[src/rtl/tmr_cfg.svh]
// register offsets, field positions, reset values and timing counts of the timer block
`ifndef TMR_CFG_SVH
`define TMR_CFG_SVH
// apb byte offsets
`define TMR_OFF_TIMER_RUN_AND_FLAG_CONTROL 8'h00
`define TMR_OFF_TIMER_MODE_REGISTER 8'h04
`define TMR_OFF_CFG 8'h08
`define TMR_OFF_TL0 8'h0C
`define TMR_OFF_TH0 8'h10
`define TMR_OFF_TL1 8'h14
`define TMR_OFF_TH1 8'h18
`define TMR_OFF_STAT 8'h1C
`define TMR_OFF_MASK 8'h20
`define TMR_OFF_ACK 8'h24
// reset values
`define TMR_RST_BYTE 8'h00
`define TMR_RST_EVT 4'h0
// mode codes
`define TMR_MODE_13 2'h0
`define TMR_MODE_16 2'h1
`define TMR_MODE_RELOAD 2'h2
`define TMR_MODE_SPLIT 2'h3
// byte limits
`define TMR_BYTE_MAX 8'hFF
`define TMR_LOW5_MAX 5'h1F
// prescaled clock: one tick every this many system clocks
`define TMR_PRESCALE_DIV 8'h0C
// event bits of status, mask and acknowledge registers
`define TMR_EV_TF0 0
`define TMR_EV_TF1 1
`define TMR_EV_IE0 2
`define TMR_EV_IE1 3
`endif

[src/rtl/tmr_pkg.sv]
// types shared by the timer block
package tmr_pkg;
  typedef struct packed {
    logic tf1;
    logic tr1;
    logic tf0;
    logic tr0;
    logic ie1;
    logic it1;
    logic ie0;
    logic it0;
  } tmr_timer_run_and_flag_control_t;
  typedef struct packed {
    logic gate1;
    logic ct1;
    logic [1:0] t1m;
    logic t0_gate_qualifier;
    logic ct0;
    logic [1:0] t0m;
  } tmr_timer_mode_register_t;
  typedef struct packed {
    logic [3:0] rsvd;
    logic in1pl;
    logic ext_irq0_polarity;
    logic t1_sys;
    logic t0_sys;
  } tmr_cfg_t;
  typedef struct packed {
    logic ovf;
    logic [7:0] hi;
    logic [7:0] lo;
  } tmr_cnt_t;
endpackage

[src/rtl/tmr_timer01.sv]
// timer 0 / timer 1 counter block with split mode and apb register access
//
// What this block does
// - mode 3 splits timer 0 into bytes
// - low byte uses timer 0 controls
// - low byte counts clock or pin
// - high byte counts clock only
// - high byte runs on timer 1 run
// - high byte overflow sets timer 1 flag
// - timer 1 mode 3 stops it
// - split: timer 1 no pin, flag
// - split: timer 1 overflow gives baud tick
// - split: timer 1 mode decides running
// - count needs run and gate condition
// - counter counts pin falling edges
`timescale 1ns/1ps
`include "tmr_cfg.svh"
module tmr_timer01 (
  // clock and reset
  input wire logic clock,
  input wire logic rst_n,
  // apb slave
  input wire logic psel,
  input wire logic penable,
  input wire logic pwrite,
  input wire logic [7:0] paddr,
  input wire logic [31:0] pwdata,
  output logic [31:0] prdata,
  output logic pready,
  output logic pslverr,
  // pins, synchronous
  input wire logic t0_pin,
  input wire logic t1_pin,
  input wire logic ext_irq0_input,
  input wire logic ext_irq1_input,
  // outputs
  output tmr_pkg::tmr_timer_run_and_flag_control_t timer_run_and_flag_control_out,
  output logic baud_tick,
  output logic irq
);
  import tmr_pkg::*;

  // ********************
  // state
  // ********************
  tmr_timer_run_and_flag_control_t timer_run_and_flag_control;
  tmr_timer_mode_register_t timer_mode_register;
  tmr_cfg_t cfg;
  logic [7:0] t0_low_byte, t0_high_byte, tl1, th1;
  logic [3:0] stat, mask;
  logic [7:0] presc;
  logic t0_prev, t1_prev, act0_prev, act1_prev;
  tmr_timer_run_and_flag_control_t next_timer_run_and_flag_control;
  logic [7:0] next_tl0, next_th0, next_tl1, next_th1;
  logic [3:0] ev;

  // one step of a timer in modes 0 to 2
  function automatic tmr_cnt_t cnt_step(input logic [7:0] lo, input logic [7:0] hi,
                                        input logic [1:0] mode, input logic tick);
    tmr_cnt_t r;
    r = '{ovf: 1'b0, hi: hi, lo: lo};
    if (tick) begin
      case (mode)
        `TMR_MODE_13: begin
          r.ovf = (hi == `TMR_BYTE_MAX) && (lo[4:0] == `TMR_LOW5_MAX);
          {r.hi, r.lo[4:0]} = 13'({hi, lo[4:0]} + 13'h1);
        end
        `TMR_MODE_16: begin
          r.ovf = (hi == `TMR_BYTE_MAX) && (lo == `TMR_BYTE_MAX);
          {r.hi, r.lo} = 16'({hi, lo} + 16'h1);
        end
        `TMR_MODE_RELOAD: begin
          r.ovf = (lo == `TMR_BYTE_MAX);
          r.lo = r.ovf ? hi : 8'(lo + 8'h1);
        end
        default: r.ovf = 1'b0;
      endcase
    end
    return r;
  endfunction

  // ********************
  // apb decode
  // ********************
  logic acc, wr;
  assign acc = psel && penable && pready;
  assign wr = acc && pwrite;
  logic wr_timer_run_and_flag_control, wr_tl0, wr_th0, wr_tl1, wr_th1, wr_ack;
  assign wr_timer_run_and_flag_control = wr && (paddr == `TMR_OFF_TIMER_RUN_AND_FLAG_CONTROL);
  assign wr_tl0 = wr && (paddr == `TMR_OFF_TL0);
  assign wr_th0 = wr && (paddr == `TMR_OFF_TH0);
  assign wr_tl1 = wr && (paddr == `TMR_OFF_TL1);
  assign wr_th1 = wr && (paddr == `TMR_OFF_TH1);
  assign wr_ack = wr && (paddr == `TMR_OFF_ACK);

  // ********************
  // clock sources and pins
  // ********************
  logic presc_tick, t0_fall, t1_fall, act0, act1;
  logic t0_clk, t1_clk;
  assign presc_tick = (presc == 8'(`TMR_PRESCALE_DIV - 8'h1));
  assign t0_fall = t0_prev && !t0_pin;
  assign t1_fall = t1_prev && !t1_pin;
  // polarity 0 means active low input
  assign act0 = cfg.ext_irq0_polarity ? ext_irq0_input : !ext_irq0_input;
  assign act1 = cfg.in1pl ? ext_irq1_input : !ext_irq1_input;
  assign t0_clk = cfg.t0_sys || presc_tick;
  assign t1_clk = cfg.t1_sys || presc_tick;

  // prescaler and pin history
  always_ff @(posedge clock) begin
    if (!rst_n) begin
      presc <= `TMR_RST_BYTE;
      {t0_prev, t1_prev, act0_prev, act1_prev} <= `TMR_RST_EVT;
    end else begin
      presc <= presc_tick ? `TMR_RST_BYTE : 8'(presc + 8'h1);
      {t0_prev, t1_prev, act0_prev, act1_prev} <= {t0_pin, t1_pin, act0, act1};
    end
  end

  // ********************
  // counting
  // ********************
  logic split, t0_run, t0_tick, th0_tick, t1_run, t1_tick;
  logic tl0_ovf, th0_ovf, t1_ovf, t0_ovf;
  tmr_cnt_t c0, c1;
  assign split = (timer_mode_register.t0m == `TMR_MODE_SPLIT);
  assign t0_run = timer_run_and_flag_control.tr0 && (!timer_mode_register.t0_gate_qualifier || act0);
  assign t0_tick = t0_run && (timer_mode_register.ct0 ? t0_fall : t0_clk);
  assign th0_tick = split && timer_run_and_flag_control.tr1 && t0_clk;
  // in split mode timer 1 ignores its run bit; mode 3 stops it either way
  assign t1_run = (timer_mode_register.t1m != `TMR_MODE_SPLIT)
                  && (split || timer_run_and_flag_control.tr1)
                  && (!timer_mode_register.gate1 || act1);
  // external pin is never a source while timer 0 is split
  assign t1_tick = t1_run && ((timer_mode_register.ct1 && !split) ? t1_fall : t1_clk);
  assign tl0_ovf = split && t0_tick && (t0_low_byte == `TMR_BYTE_MAX);
  assign th0_ovf = th0_tick && (t0_high_byte == `TMR_BYTE_MAX);
  assign c0 = cnt_step(t0_low_byte, t0_high_byte, timer_mode_register.t0m, t0_tick);
  assign c1 = cnt_step(tl1, th1, timer_mode_register.t1m, t1_tick);
  assign t0_ovf = split ? tl0_ovf : c0.ovf;
  assign t1_ovf = c1.ovf;

  // next counter values; a software write wins over a count
  always_comb begin
    next_tl0 = split ? (t0_tick ? 8'(t0_low_byte + 8'h1) : t0_low_byte) : c0.lo;
    next_th0 = split ? (th0_tick ? 8'(t0_high_byte + 8'h1) : t0_high_byte) : c0.hi;
    next_tl1 = c1.lo;
    next_th1 = c1.hi;
    if (wr_tl0) next_tl0 = pwdata[7:0];
    if (wr_th0) next_th0 = pwdata[7:0];
    if (wr_tl1) next_tl1 = pwdata[7:0];
    if (wr_th1) next_th1 = pwdata[7:0];
  end

  // counter registers
  always_ff @(posedge clock) begin
    if (!rst_n) begin
      t0_low_byte <= `TMR_RST_BYTE;
      t0_high_byte <= `TMR_RST_BYTE;
      tl1 <= `TMR_RST_BYTE;
      th1 <= `TMR_RST_BYTE;
    end else begin
      t0_low_byte <= next_tl0;
      t0_high_byte <= next_th0;
      tl1 <= next_tl1;
      th1 <= next_th1;
    end
  end

  // ********************
  // control flags
  // ********************
  logic set_tf0, set_tf1, set_ie0, set_ie1;
  assign set_tf0 = t0_ovf;
  // timer 1 overflow only reaches its flag when timer 0 is whole
  assign set_tf1 = split ? th0_ovf : t1_ovf;
  assign set_ie0 = timer_run_and_flag_control.it0 && act0 && !act0_prev;
  assign set_ie1 = timer_run_and_flag_control.it1 && act1 && !act1_prev;

  // flag update: hardware set beats software or vector clear
  always_comb begin
    next_timer_run_and_flag_control = wr_timer_run_and_flag_control ? tmr_timer_run_and_flag_control_t'(pwdata[7:0]) : timer_run_and_flag_control;
    if (wr_ack) begin
      if (pwdata[`TMR_EV_TF0]) next_timer_run_and_flag_control.tf0 = 1'b0;
      if (pwdata[`TMR_EV_TF1]) next_timer_run_and_flag_control.tf1 = 1'b0;
      if (pwdata[`TMR_EV_IE0] && timer_run_and_flag_control.it0) next_timer_run_and_flag_control.ie0 = 1'b0;
      if (pwdata[`TMR_EV_IE1] && timer_run_and_flag_control.it1) next_timer_run_and_flag_control.ie1 = 1'b0;
    end
    if (set_tf0) next_timer_run_and_flag_control.tf0 = 1'b1;
    if (set_tf1) next_timer_run_and_flag_control.tf1 = 1'b1;
    // level mode: flag follows the active input
    next_timer_run_and_flag_control.ie0 = next_timer_run_and_flag_control.it0 ? (next_timer_run_and_flag_control.ie0 || set_ie0) : act0;
    next_timer_run_and_flag_control.ie1 = next_timer_run_and_flag_control.it1 ? (next_timer_run_and_flag_control.ie1 || set_ie1) : act1;
  end

  // control register
  always_ff @(posedge clock) begin
    if (!rst_n) begin
      timer_run_and_flag_control <= tmr_timer_run_and_flag_control_t'(`TMR_RST_BYTE);
    end else begin
      timer_run_and_flag_control <= next_timer_run_and_flag_control;
    end
  end

  // mode and config registers
  always_ff @(posedge clock) begin
    if (!rst_n) begin
      timer_mode_register <= tmr_timer_mode_register_t'(`TMR_RST_BYTE);
      cfg <= tmr_cfg_t'(`TMR_RST_BYTE);
    end else begin
      if (wr && (paddr == `TMR_OFF_TIMER_MODE_REGISTER)) timer_mode_register <= tmr_timer_mode_register_t'(pwdata[7:0]);
      if (wr && (paddr == `TMR_OFF_CFG)) cfg <= tmr_cfg_t'({4'h0, pwdata[3:0]});
    end
  end

  // ********************
  // interrupt status
  // ********************
  logic [3:0] next_stat;
  assign ev = {set_ie1 || (!timer_run_and_flag_control.it1 && act1 && !act1_prev),
               set_ie0 || (!timer_run_and_flag_control.it0 && act0 && !act0_prev),
               set_tf1, set_tf0};
  // write one clears, a new event in the same cycle stays set
  always_comb begin
    next_stat = stat;
    if (wr && (paddr == `TMR_OFF_STAT)) next_stat = stat & ~pwdata[3:0];
    next_stat = next_stat | ev;
  end

  // status, mask, irq and baud tick
  always_ff @(posedge clock) begin
    if (!rst_n) begin
      stat <= `TMR_RST_EVT;
      mask <= `TMR_RST_EVT;
      irq <= 1'b0;
      baud_tick <= 1'b0;
      timer_run_and_flag_control_out <= tmr_timer_run_and_flag_control_t'(`TMR_RST_BYTE);
    end else begin
      stat <= next_stat;
      if (wr && (paddr == `TMR_OFF_MASK)) mask <= pwdata[3:0];
      irq <= |(next_stat & ((wr && (paddr == `TMR_OFF_MASK)) ? pwdata[3:0] : mask));
      baud_tick <= t1_ovf;
      timer_run_and_flag_control_out <= next_timer_run_and_flag_control;
    end
  end

  // ********************
  // apb read and answer
  // ********************
  logic [7:0] rd;
  logic hit;
  always_comb begin
    hit = 1'b1;
    case (paddr)
      `TMR_OFF_TIMER_RUN_AND_FLAG_CONTROL: rd = timer_run_and_flag_control;
      `TMR_OFF_TIMER_MODE_REGISTER: rd = timer_mode_register;
      `TMR_OFF_CFG: rd = cfg;
      `TMR_OFF_TL0: rd = t0_low_byte;
      `TMR_OFF_TH0: rd = t0_high_byte;
      `TMR_OFF_TL1: rd = tl1;
      `TMR_OFF_TH1: rd = th1;
      `TMR_OFF_STAT: rd = {4'h0, stat};
      `TMR_OFF_MASK: rd = {4'h0, mask};
      `TMR_OFF_ACK: rd = `TMR_RST_BYTE;
      default: begin
        rd = `TMR_RST_BYTE;
        hit = 1'b0;
      end
    endcase
  end

  // answer one cycle after setup; data is sampled then, so counters may move past it
  always_ff @(posedge clock) begin
    if (!rst_n) begin
      pready <= 1'b0;
      prdata <= 32'h0;
      pslverr <= 1'b0;
    end else begin
      pready <= psel && !penable;
      prdata <= (psel && !penable && !pwrite) ? {24'h0, rd} : 32'h0;
      pslverr <= psel && !penable && !hit;
    end
  end
endmodule

[config.mk]
export PLATFORM = sky130hd
export DESIGN_NAME = tmr_timer01
export DESIGN_NICKNAME = d
export VERILOG_FILES = /design/src/rtl/tmr_pkg.sv /design/src/rtl/tmr_timer01.sv
export VERILOG_INCLUDE_DIRS = /design/src /design/src/rtl
export SDC_FILE = /design/constraint.sdc
export NUM_CORES = 1
export LEC_CHECK = 0
export ABC_CLOCK_PERIOD_IN_PS = 2200
export BUFFER_PORTS_ARGS = -buffer_cell sky130_fd_sc_hd__buf_4
export CORE_ASPECT_RATIO = 1.5
export CORE_UTILIZATION = 30
export DETAILED_ROUTE_END_ITERATION = 10
export GPL_TIMING_DRIVEN = 0
export PLACE_DENSITY_LB_ADDON = 0.3
export SYNTH_ARGS = -nofsm -noshare
export SYNTH_HDL_FRONTEND = slang
export SYNTH_SLANG_ARGS = --single-unit
[constraint.sdc]
create_clock -name clock -period 2.2 [get_ports clock]
set_input_delay 0.11 -clock clock [delete_from_list [all_inputs] [get_ports clock]]
set_output_delay 0.11 -clock clock [all_outputs]
set_load 0.005 [all_outputs]
# Word level (Yosys, flattened, before mapping)

Cells that the tools add are included.

Output and inout bits: 44
Input bits: 49
Bits in registers: 108

Bitwise gates (word level): 5
Equal/unequal tests: 23
Reductions and logical operators: 89
$add $sub $neg: 8
Muxes and demuxes: 43

Operator list:

| kind                                                 | number |
|---|---|
| 2-to-1 mux 8 bit                                     | 11 |
| one-hot mux 8 bit (9 select lines)                   | 1 |
| logical AND 1 bit                                    | 43 |
| 2-to-1 mux 17 bit                                    | 2 |
| adder 16 x 1 -> 16 bit (second input constant)       | 2 |
| adder 8 x 1 -> 8 bit (second input constant)         | 4 |
| equality test 8 x 5 -> 1 bit (second input constant) | 4 |
| equality test 8 bit (second input constant)          | 4 |
| one-hot mux 8 bit (2 select lines)                   | 2 |
| one-hot mux 5 bit (3 select lines)                   | 2 |
| adder 13 x 1 -> 13 bit (second input constant)       | 2 |
| equality test 8 x 4 -> 1 bit (second input constant) | 3 |
| 2-to-1 mux 1 bit                                     | 19 |
| equality test 8 x 6 -> 1 bit (second input constant) | 2 |
| zero test 1 bit                                      | 14 |
| one-hot mux 3 bit (2 select lines)                   | 2 |
| AND reduction 2 bit                                  | 6 |
| nonzero test 4 bit                                   | 3 |
| equality test 5 bit (second input constant)          | 2 |
| OR reduction 10 bit                                  | 1 |
| logical OR 1 bit                                     | 9 |
| nonzero test 3 bit                                   | 3 |
| bitwise AND 4 bit                                    | 2 |
| equality test 8 x 3 -> 1 bit (second input constant) | 1 |
| other kinds (16)                                     | 24 |

# Logic depth before layout (Yosys ltp)

Depth in word-level cells: 11
Depth in mapped cells: 9
Depth with buffers taken out: 8

# Worst setup path before layout

OpenSTA, ideal clock, no wires.

Path kind: register to register
Start point: register tl1[1]
End point: register irq
Data required time: 2.141 ns
Period minus slack after synthesis: 2.122 ns
Slack: 0.078 ns
Library setup time: 0.059 ns
Stages on the path, launching flop included: 9
Path buffers: 1
Arrival time: 2.063 ns
Path through: dfxtp_1 -> ha_1 -> nand4_1 -> or2_2 -> clkbuf_1 -> a211o_1 -> nor3_1 -> a211o_1 -> a221o_1

Word-level cells in the longest chain between the ends: 8

Ends and longest elaborated chain:

| item                                                                        | line                                 | RTL |
|---|---|---|
| start: declaration                                                          | tmr_timer01.sv:49                    | `logic [7:0] t0_low_byte, t0_high_byte, tl1, th1;` |
| start signal: assignment                                                    | tmr_timer01.sv:161                   | `` tl1 <= `TMR_RST_BYTE; `` |
| start signal: assignment                                                    | tmr_timer01.sv:166                   | `tl1 <= next_tl1;` |
| equality test 8 bit (no source line) or equality test 5 bit (tied branches) | -                                    |  |
| logical AND 1 bit, on equally long branches                                 | tmr_timer01.sv:69, tmr_timer01.sv:65 |  |
| one-hot mux 1 bit (3 select lines) *                                        | tmr_timer01.sv:63                    | `case (mode)` |
| 2-to-1 mux 17 bit *                                                         | tmr_timer01.sv:62                    | `if (tick) begin` |
| 2-to-1 mux 1 bit *                                                          | tmr_timer01.sv:177                   | `assign set_tf1 = split ? th0_ovf : t1_ovf;` |
| OR 4 bit *                                                                  | tmr_timer01.sv:228                   | `next_stat = next_stat \| ev;` |
| bitwise AND 4 bit *                                                         | tmr_timer01.sv:242                   | `` irq <= \|(next_stat & ((wr && (paddr == `TMR_OFF_MASK)) ? pwdata[3:0] : mask)); `` |
| OR reduction 4 bit *                                                        | tmr_timer01.sv:242                   |  |
| end signal: assignment                                                      | tmr_timer01.sv:242                   |  |
| end: declaration                                                            | tmr_timer01.sv:39                    | `output logic irq` |

Mark *: on every way between the ends. The rest lies on a longest branch, timed or not. The select of a mux whose other input is x is not followed.
A chain may end at the register's enable or synchronous reset.

# Worst setup path in the final report

Start point: register presc[0]
End point: register irq

Word-level cells in the longest chain between the ends: 10

Ends and longest elaborated chain:

| item                           | line               | RTL |
|---|---|---|
| start: declaration             | tmr_timer01.sv:51  | `logic [7:0] presc;` |
| start signal: assignment       | tmr_timer01.sv:113 | `` presc <= `TMR_RST_BYTE; `` |
| start signal: assignment       | tmr_timer01.sv:116 | `` presc <= presc_tick ? `TMR_RST_BYTE : 8'(presc + 8'h1); `` |
| equality test 8 x 4 -> 1 bit * | tmr_timer01.sv:101 | `` assign presc_tick = (presc == 8'(`TMR_PRESCALE_DIV - 8'h1)); `` |
| logical OR 1 bit               | tmr_timer01.sv:107 | `assign t0_clk = cfg.t0_sys \|\| presc_tick;` |
| 2-to-1 mux 1 bit               | tmr_timer01.sv:129 | `assign t0_tick = t0_run && (timer_mode_register.ct0 ? t0_fall : t0_clk);` |
| logical AND 1 bit              | tmr_timer01.sv:129 |  |
| logical AND 1 bit (2 in a row) | tmr_timer01.sv:137 | `` assign tl0_ovf = split && t0_tick && (t0_low_byte == `TMR_BYTE_MAX); `` |
| 2-to-1 mux 1 bit               | tmr_timer01.sv:141 | `assign t0_ovf = split ? tl0_ovf : c0.ovf;` |
| OR 4 bit *                     | tmr_timer01.sv:228 |  |
| bitwise AND 4 bit *            | tmr_timer01.sv:242 |  |
| OR reduction 4 bit *           | tmr_timer01.sv:242 |  |

Marks and branches as above.

==> impl_metrics.env <==
export IMPL_outcome="finished, violations left"
export IMPL_failed_checks="hold timing"
export IMPL_critPathRequiredTime_ns=2.42
export IMPL_coreArea_mm2=0.0173
export IMPL_nets=804
export IMPL_dp_slack_ns=-0.511
export IMPL_ant_nets=0
export IMPL_place_inst=931
export IMPL_synthFlopType="dfxtp_1"
export IMPL_setup_viol=0
export IMPL_max_freq_mhz=463
export IMPL_die_y_um=164
export IMPL_holdWs_ns=-0.00573
export IMPL_hold_path_class="input port to register"
export IMPL_clk_root_buffer_cell="clkbuf_16"
export IMPL_vias=5409
export IMPL_dp_hpwl_um=14300
export IMPL_startpoint_type="register"
export IMPL_grt_max_degree=16
export IMPL_clockBufferDepth=2
export IMPL_cts_buffers=9
export IMPL_async_flop_share_pct=0
export IMPL_grt_overflow=0
export IMPL_max_vdd_ir_drop_mv=0.300
export IMPL_placed_cell_area_mm2=0.00592
export IMPL_place_gp_congestion=0.957
export IMPL_port_buffers=40
export IMPL_fin_skew_ns=0.00861
export IMPL_h_tree_depth=3
export IMPL_maxSlewViolCount=0
export IMPL_grt_pass1_vias=5145
export IMPL_instances_no_fill=958
export IMPL_post_drt_wl_per_cell_um=19.7
export IMPL_worstPathMaxFanout=6
export IMPL_p_leak_nw=2.35
export IMPL_ios=93
export IMPL_cap_violations=0
export IMPL_syn_avg_cell_area_um2=8.04
export IMPL_cp_arrival_ns=2.38
export IMPL_dieArea_mm2=0.0181
export IMPL_crit_path_end_kind="register"
export IMPL_diodes=0
export IMPL_fin_area_mm2=0.00653
export IMPL_clkTransAtPathRegs_ns=0.07
export IMPL_fin_crit_ns=2.16
export IMPL_drt_iter0_drc=432
export IMPL_synth_area_mm2=0.00527
export IMPL_clock_latency_ns=0.35
export IMPL_synth_edff_count=0
export IMPL_fp_dieW_um=110
export IMPL_final_util_pct=37.8
export IMPL_fp_row_count=59
export IMPL_ys_warn_count=0
export IMPL_grt_usage_pct=21.5
export IMPL_synth_seq_area_share_pct=31.9
export IMPL_layout_drive_gt1_share_pct=20.8
export IMPL_fin_ws_ns=0.0387
export IMPL_first_pass_iters=6
export IMPL_via_per_inst=5.65
export IMPL_synth_seq_cells=84
export IMPL_antenna_found_initial=0
export IMPL_cts_sinks=84
export IMPL_drt_wl_total_um=18900
export IMPL_criticalPathCategory="register to register"
export IMPL_cts_tree="done"
export IMPL_area_delta_synth_final_pct=24.0
export IMPL_initial_core_util_pct=30.5
export IMPL_synthCells=655
export IMPL_synth_distinct_cells=68
export IMPL_min_period_over_period_pct=98.2
export IMPL_hold_viol=1
export IMPL_grt_pass1_wl_um=28800
export IMPL_power_density_mw_per_mm2=519
export IMPL_max_slew_margin_rel_pct=26.2
export IMPL_drc=0
export IMPL_tightestPinTransition_ns=1.10
kinds of logic (layout without fill, tap and decap cells):
family	Yosys count	after routing	synth area share, %
DFF	84	84	31.9
xor gates and xnor gates	23	23	3.83
AOI/OAI and AO/OA	170	170	21.6
other	1	24	0.0712
buffers and inverters	77	144	7.39
and+or+nand+nor	249	249	24.6
muxes	36	36	7.01
adders and majority gates	15	15	3.56
placed cells by master (no fill, tap or decap), types with 5 or more instances in the layout:
master,count
buf_4,77
dfxtp_1,75
nor2_1,62
nand2_1,53
a21oi_1,41
nand3_1,37
o21ai_0,37
mux2i_1,28
clkbuf_1,24
conb_1,24
inv_1,18
nand4_1,14
nor3_1,13
and3_1,12
xor2_1,12
ha_1,12
xnor2_1,11
a22oi_1,10
clkbuf_16,9
nand2b_1,8
a211o_1,7
a31oi_1,7
mux2_2,7
o22ai_1,7
and2_1,7
nor3_2,6
o32ai_1,6
dfxtp_2,5
layout make-up:
type	count	area, um2
Buffer	56	315
Fill cell	1851	10700
Sequential cell	84	1700
Timing Repair Buffer	53	400
Clock inverter	6	70.1
Tap cell	213	267
Multi-Input combinational cell	517	3460
Inverter	19	71.3
Clock buffer	10	239
Yosys cell counts (all sizes together), types with 4 or more instances:
cell / n / area (um2)
nand4: 14 / 87.6
a211oi: 5 / 37.5
nor4: 7 / 73.8
o211ai: 5 / 42.5
a221oi: 8 / 70.1
xnor2: 11 / 96.3
a22o: 4 / 35.0
mux2: 7 / 78.8
clkbuf: 28 / 105
a21oi: 42 / 210
ha: 15 / 188
nand2b: 9 / 56.3
and2: 8 / 50.1
o22ai: 7 / 43.8
inv: 19 / 71.3
a211o: 7 / 61.3
a22oi: 10 / 75.1
nor2: 64 / 248
a31oi: 7 / 43.8
mux2i: 29 / 290
xor2: 12 / 105
o32ai: 6 / 52.6
buf: 30 / 213
dfxtp: 84 / 1680
and3: 13 / 81.3
o31ai: 4 / 30.0
nand2: 53 / 199
o21ai: 38 / 190
a21o: 4 / 30.0
nand3: 38 / 190
nor3: 19 / 105
stage by stage:
step                      power (mW)  setup TNS, ns
after floorplan                 1.71              0
after global placement          1.82          -8.47
after detailed placement        1.82          -8.36
after CTS                       3.41        -0.0487
after global routing            3.50        -0.0181
final                           3.39              0
registers in the layout, summed over array words and instances, names as in the netlist, 4 cells and up:
signal,count
tl1,8
t0_high_byte,8
th1,8
t0_low_byte,8
prdata,8
cfg,4
presc,8
mask,4
stat,4
timer_run_and_flag_control_out,8
timer_mode_register,8
worst max-delay path: stages (launching register included):
cell	delay, ns
dfxtp_4	0.37
ha_4	0.17
and4bb_4	0.22
a221o_1	0.40
o211ai_4	0.17
nor3_2	0.10
a211o_1	0.27
a221o_1	0.33
report_power, final:
| group | internal [mW] | switching (mW) |
|---|---|---|
| clock | 0.919 | 0.680 |
| combinational | 0.0948 | 0.149 |
| sequential | 1.53 | 0.0129 |
| total | 2.55 | 0.842 |
per-layer routing:
metal  wire, um  GRT usage (%)
met4       1080           13.6
met1       7010           23.3
met5          0              0
met2       9730           38.0
met3       1050           3.61
path summary, 6_finish.rpt:
| check | cells past startpoint | endpoint | slack, ns | start |
|---|---|---|---|---|
| max | 7 | irq$_SDFF_PN0_ | 0.04 | presc[0]$_SDFF_PP0_ |
| min | 2 | t0_prev$_SDFF_PN0_ | -0.006 | t0_pin |
| max reg2reg | 7 | irq$_SDFF_PN0_ | 0.04 | presc[0]$_SDFF_PP0_ |
| min reg2reg | 1 | presc[0]$_SDFF_PP0_ | 0.46 | presc[0]$_SDFF_PP0_ |
repair_timing:
item | CTS | global route
hold buffers | 1 | 0
setup buffers | 9 | 3
endpoints found under the hold margin | 1 | 0
pin swaps | 6 | 8
resized for setup | 28 | 25
setup endpoints to repair | 31 | 28
gates cloned | 0 | 0
(Power assumes the default switching activity.)
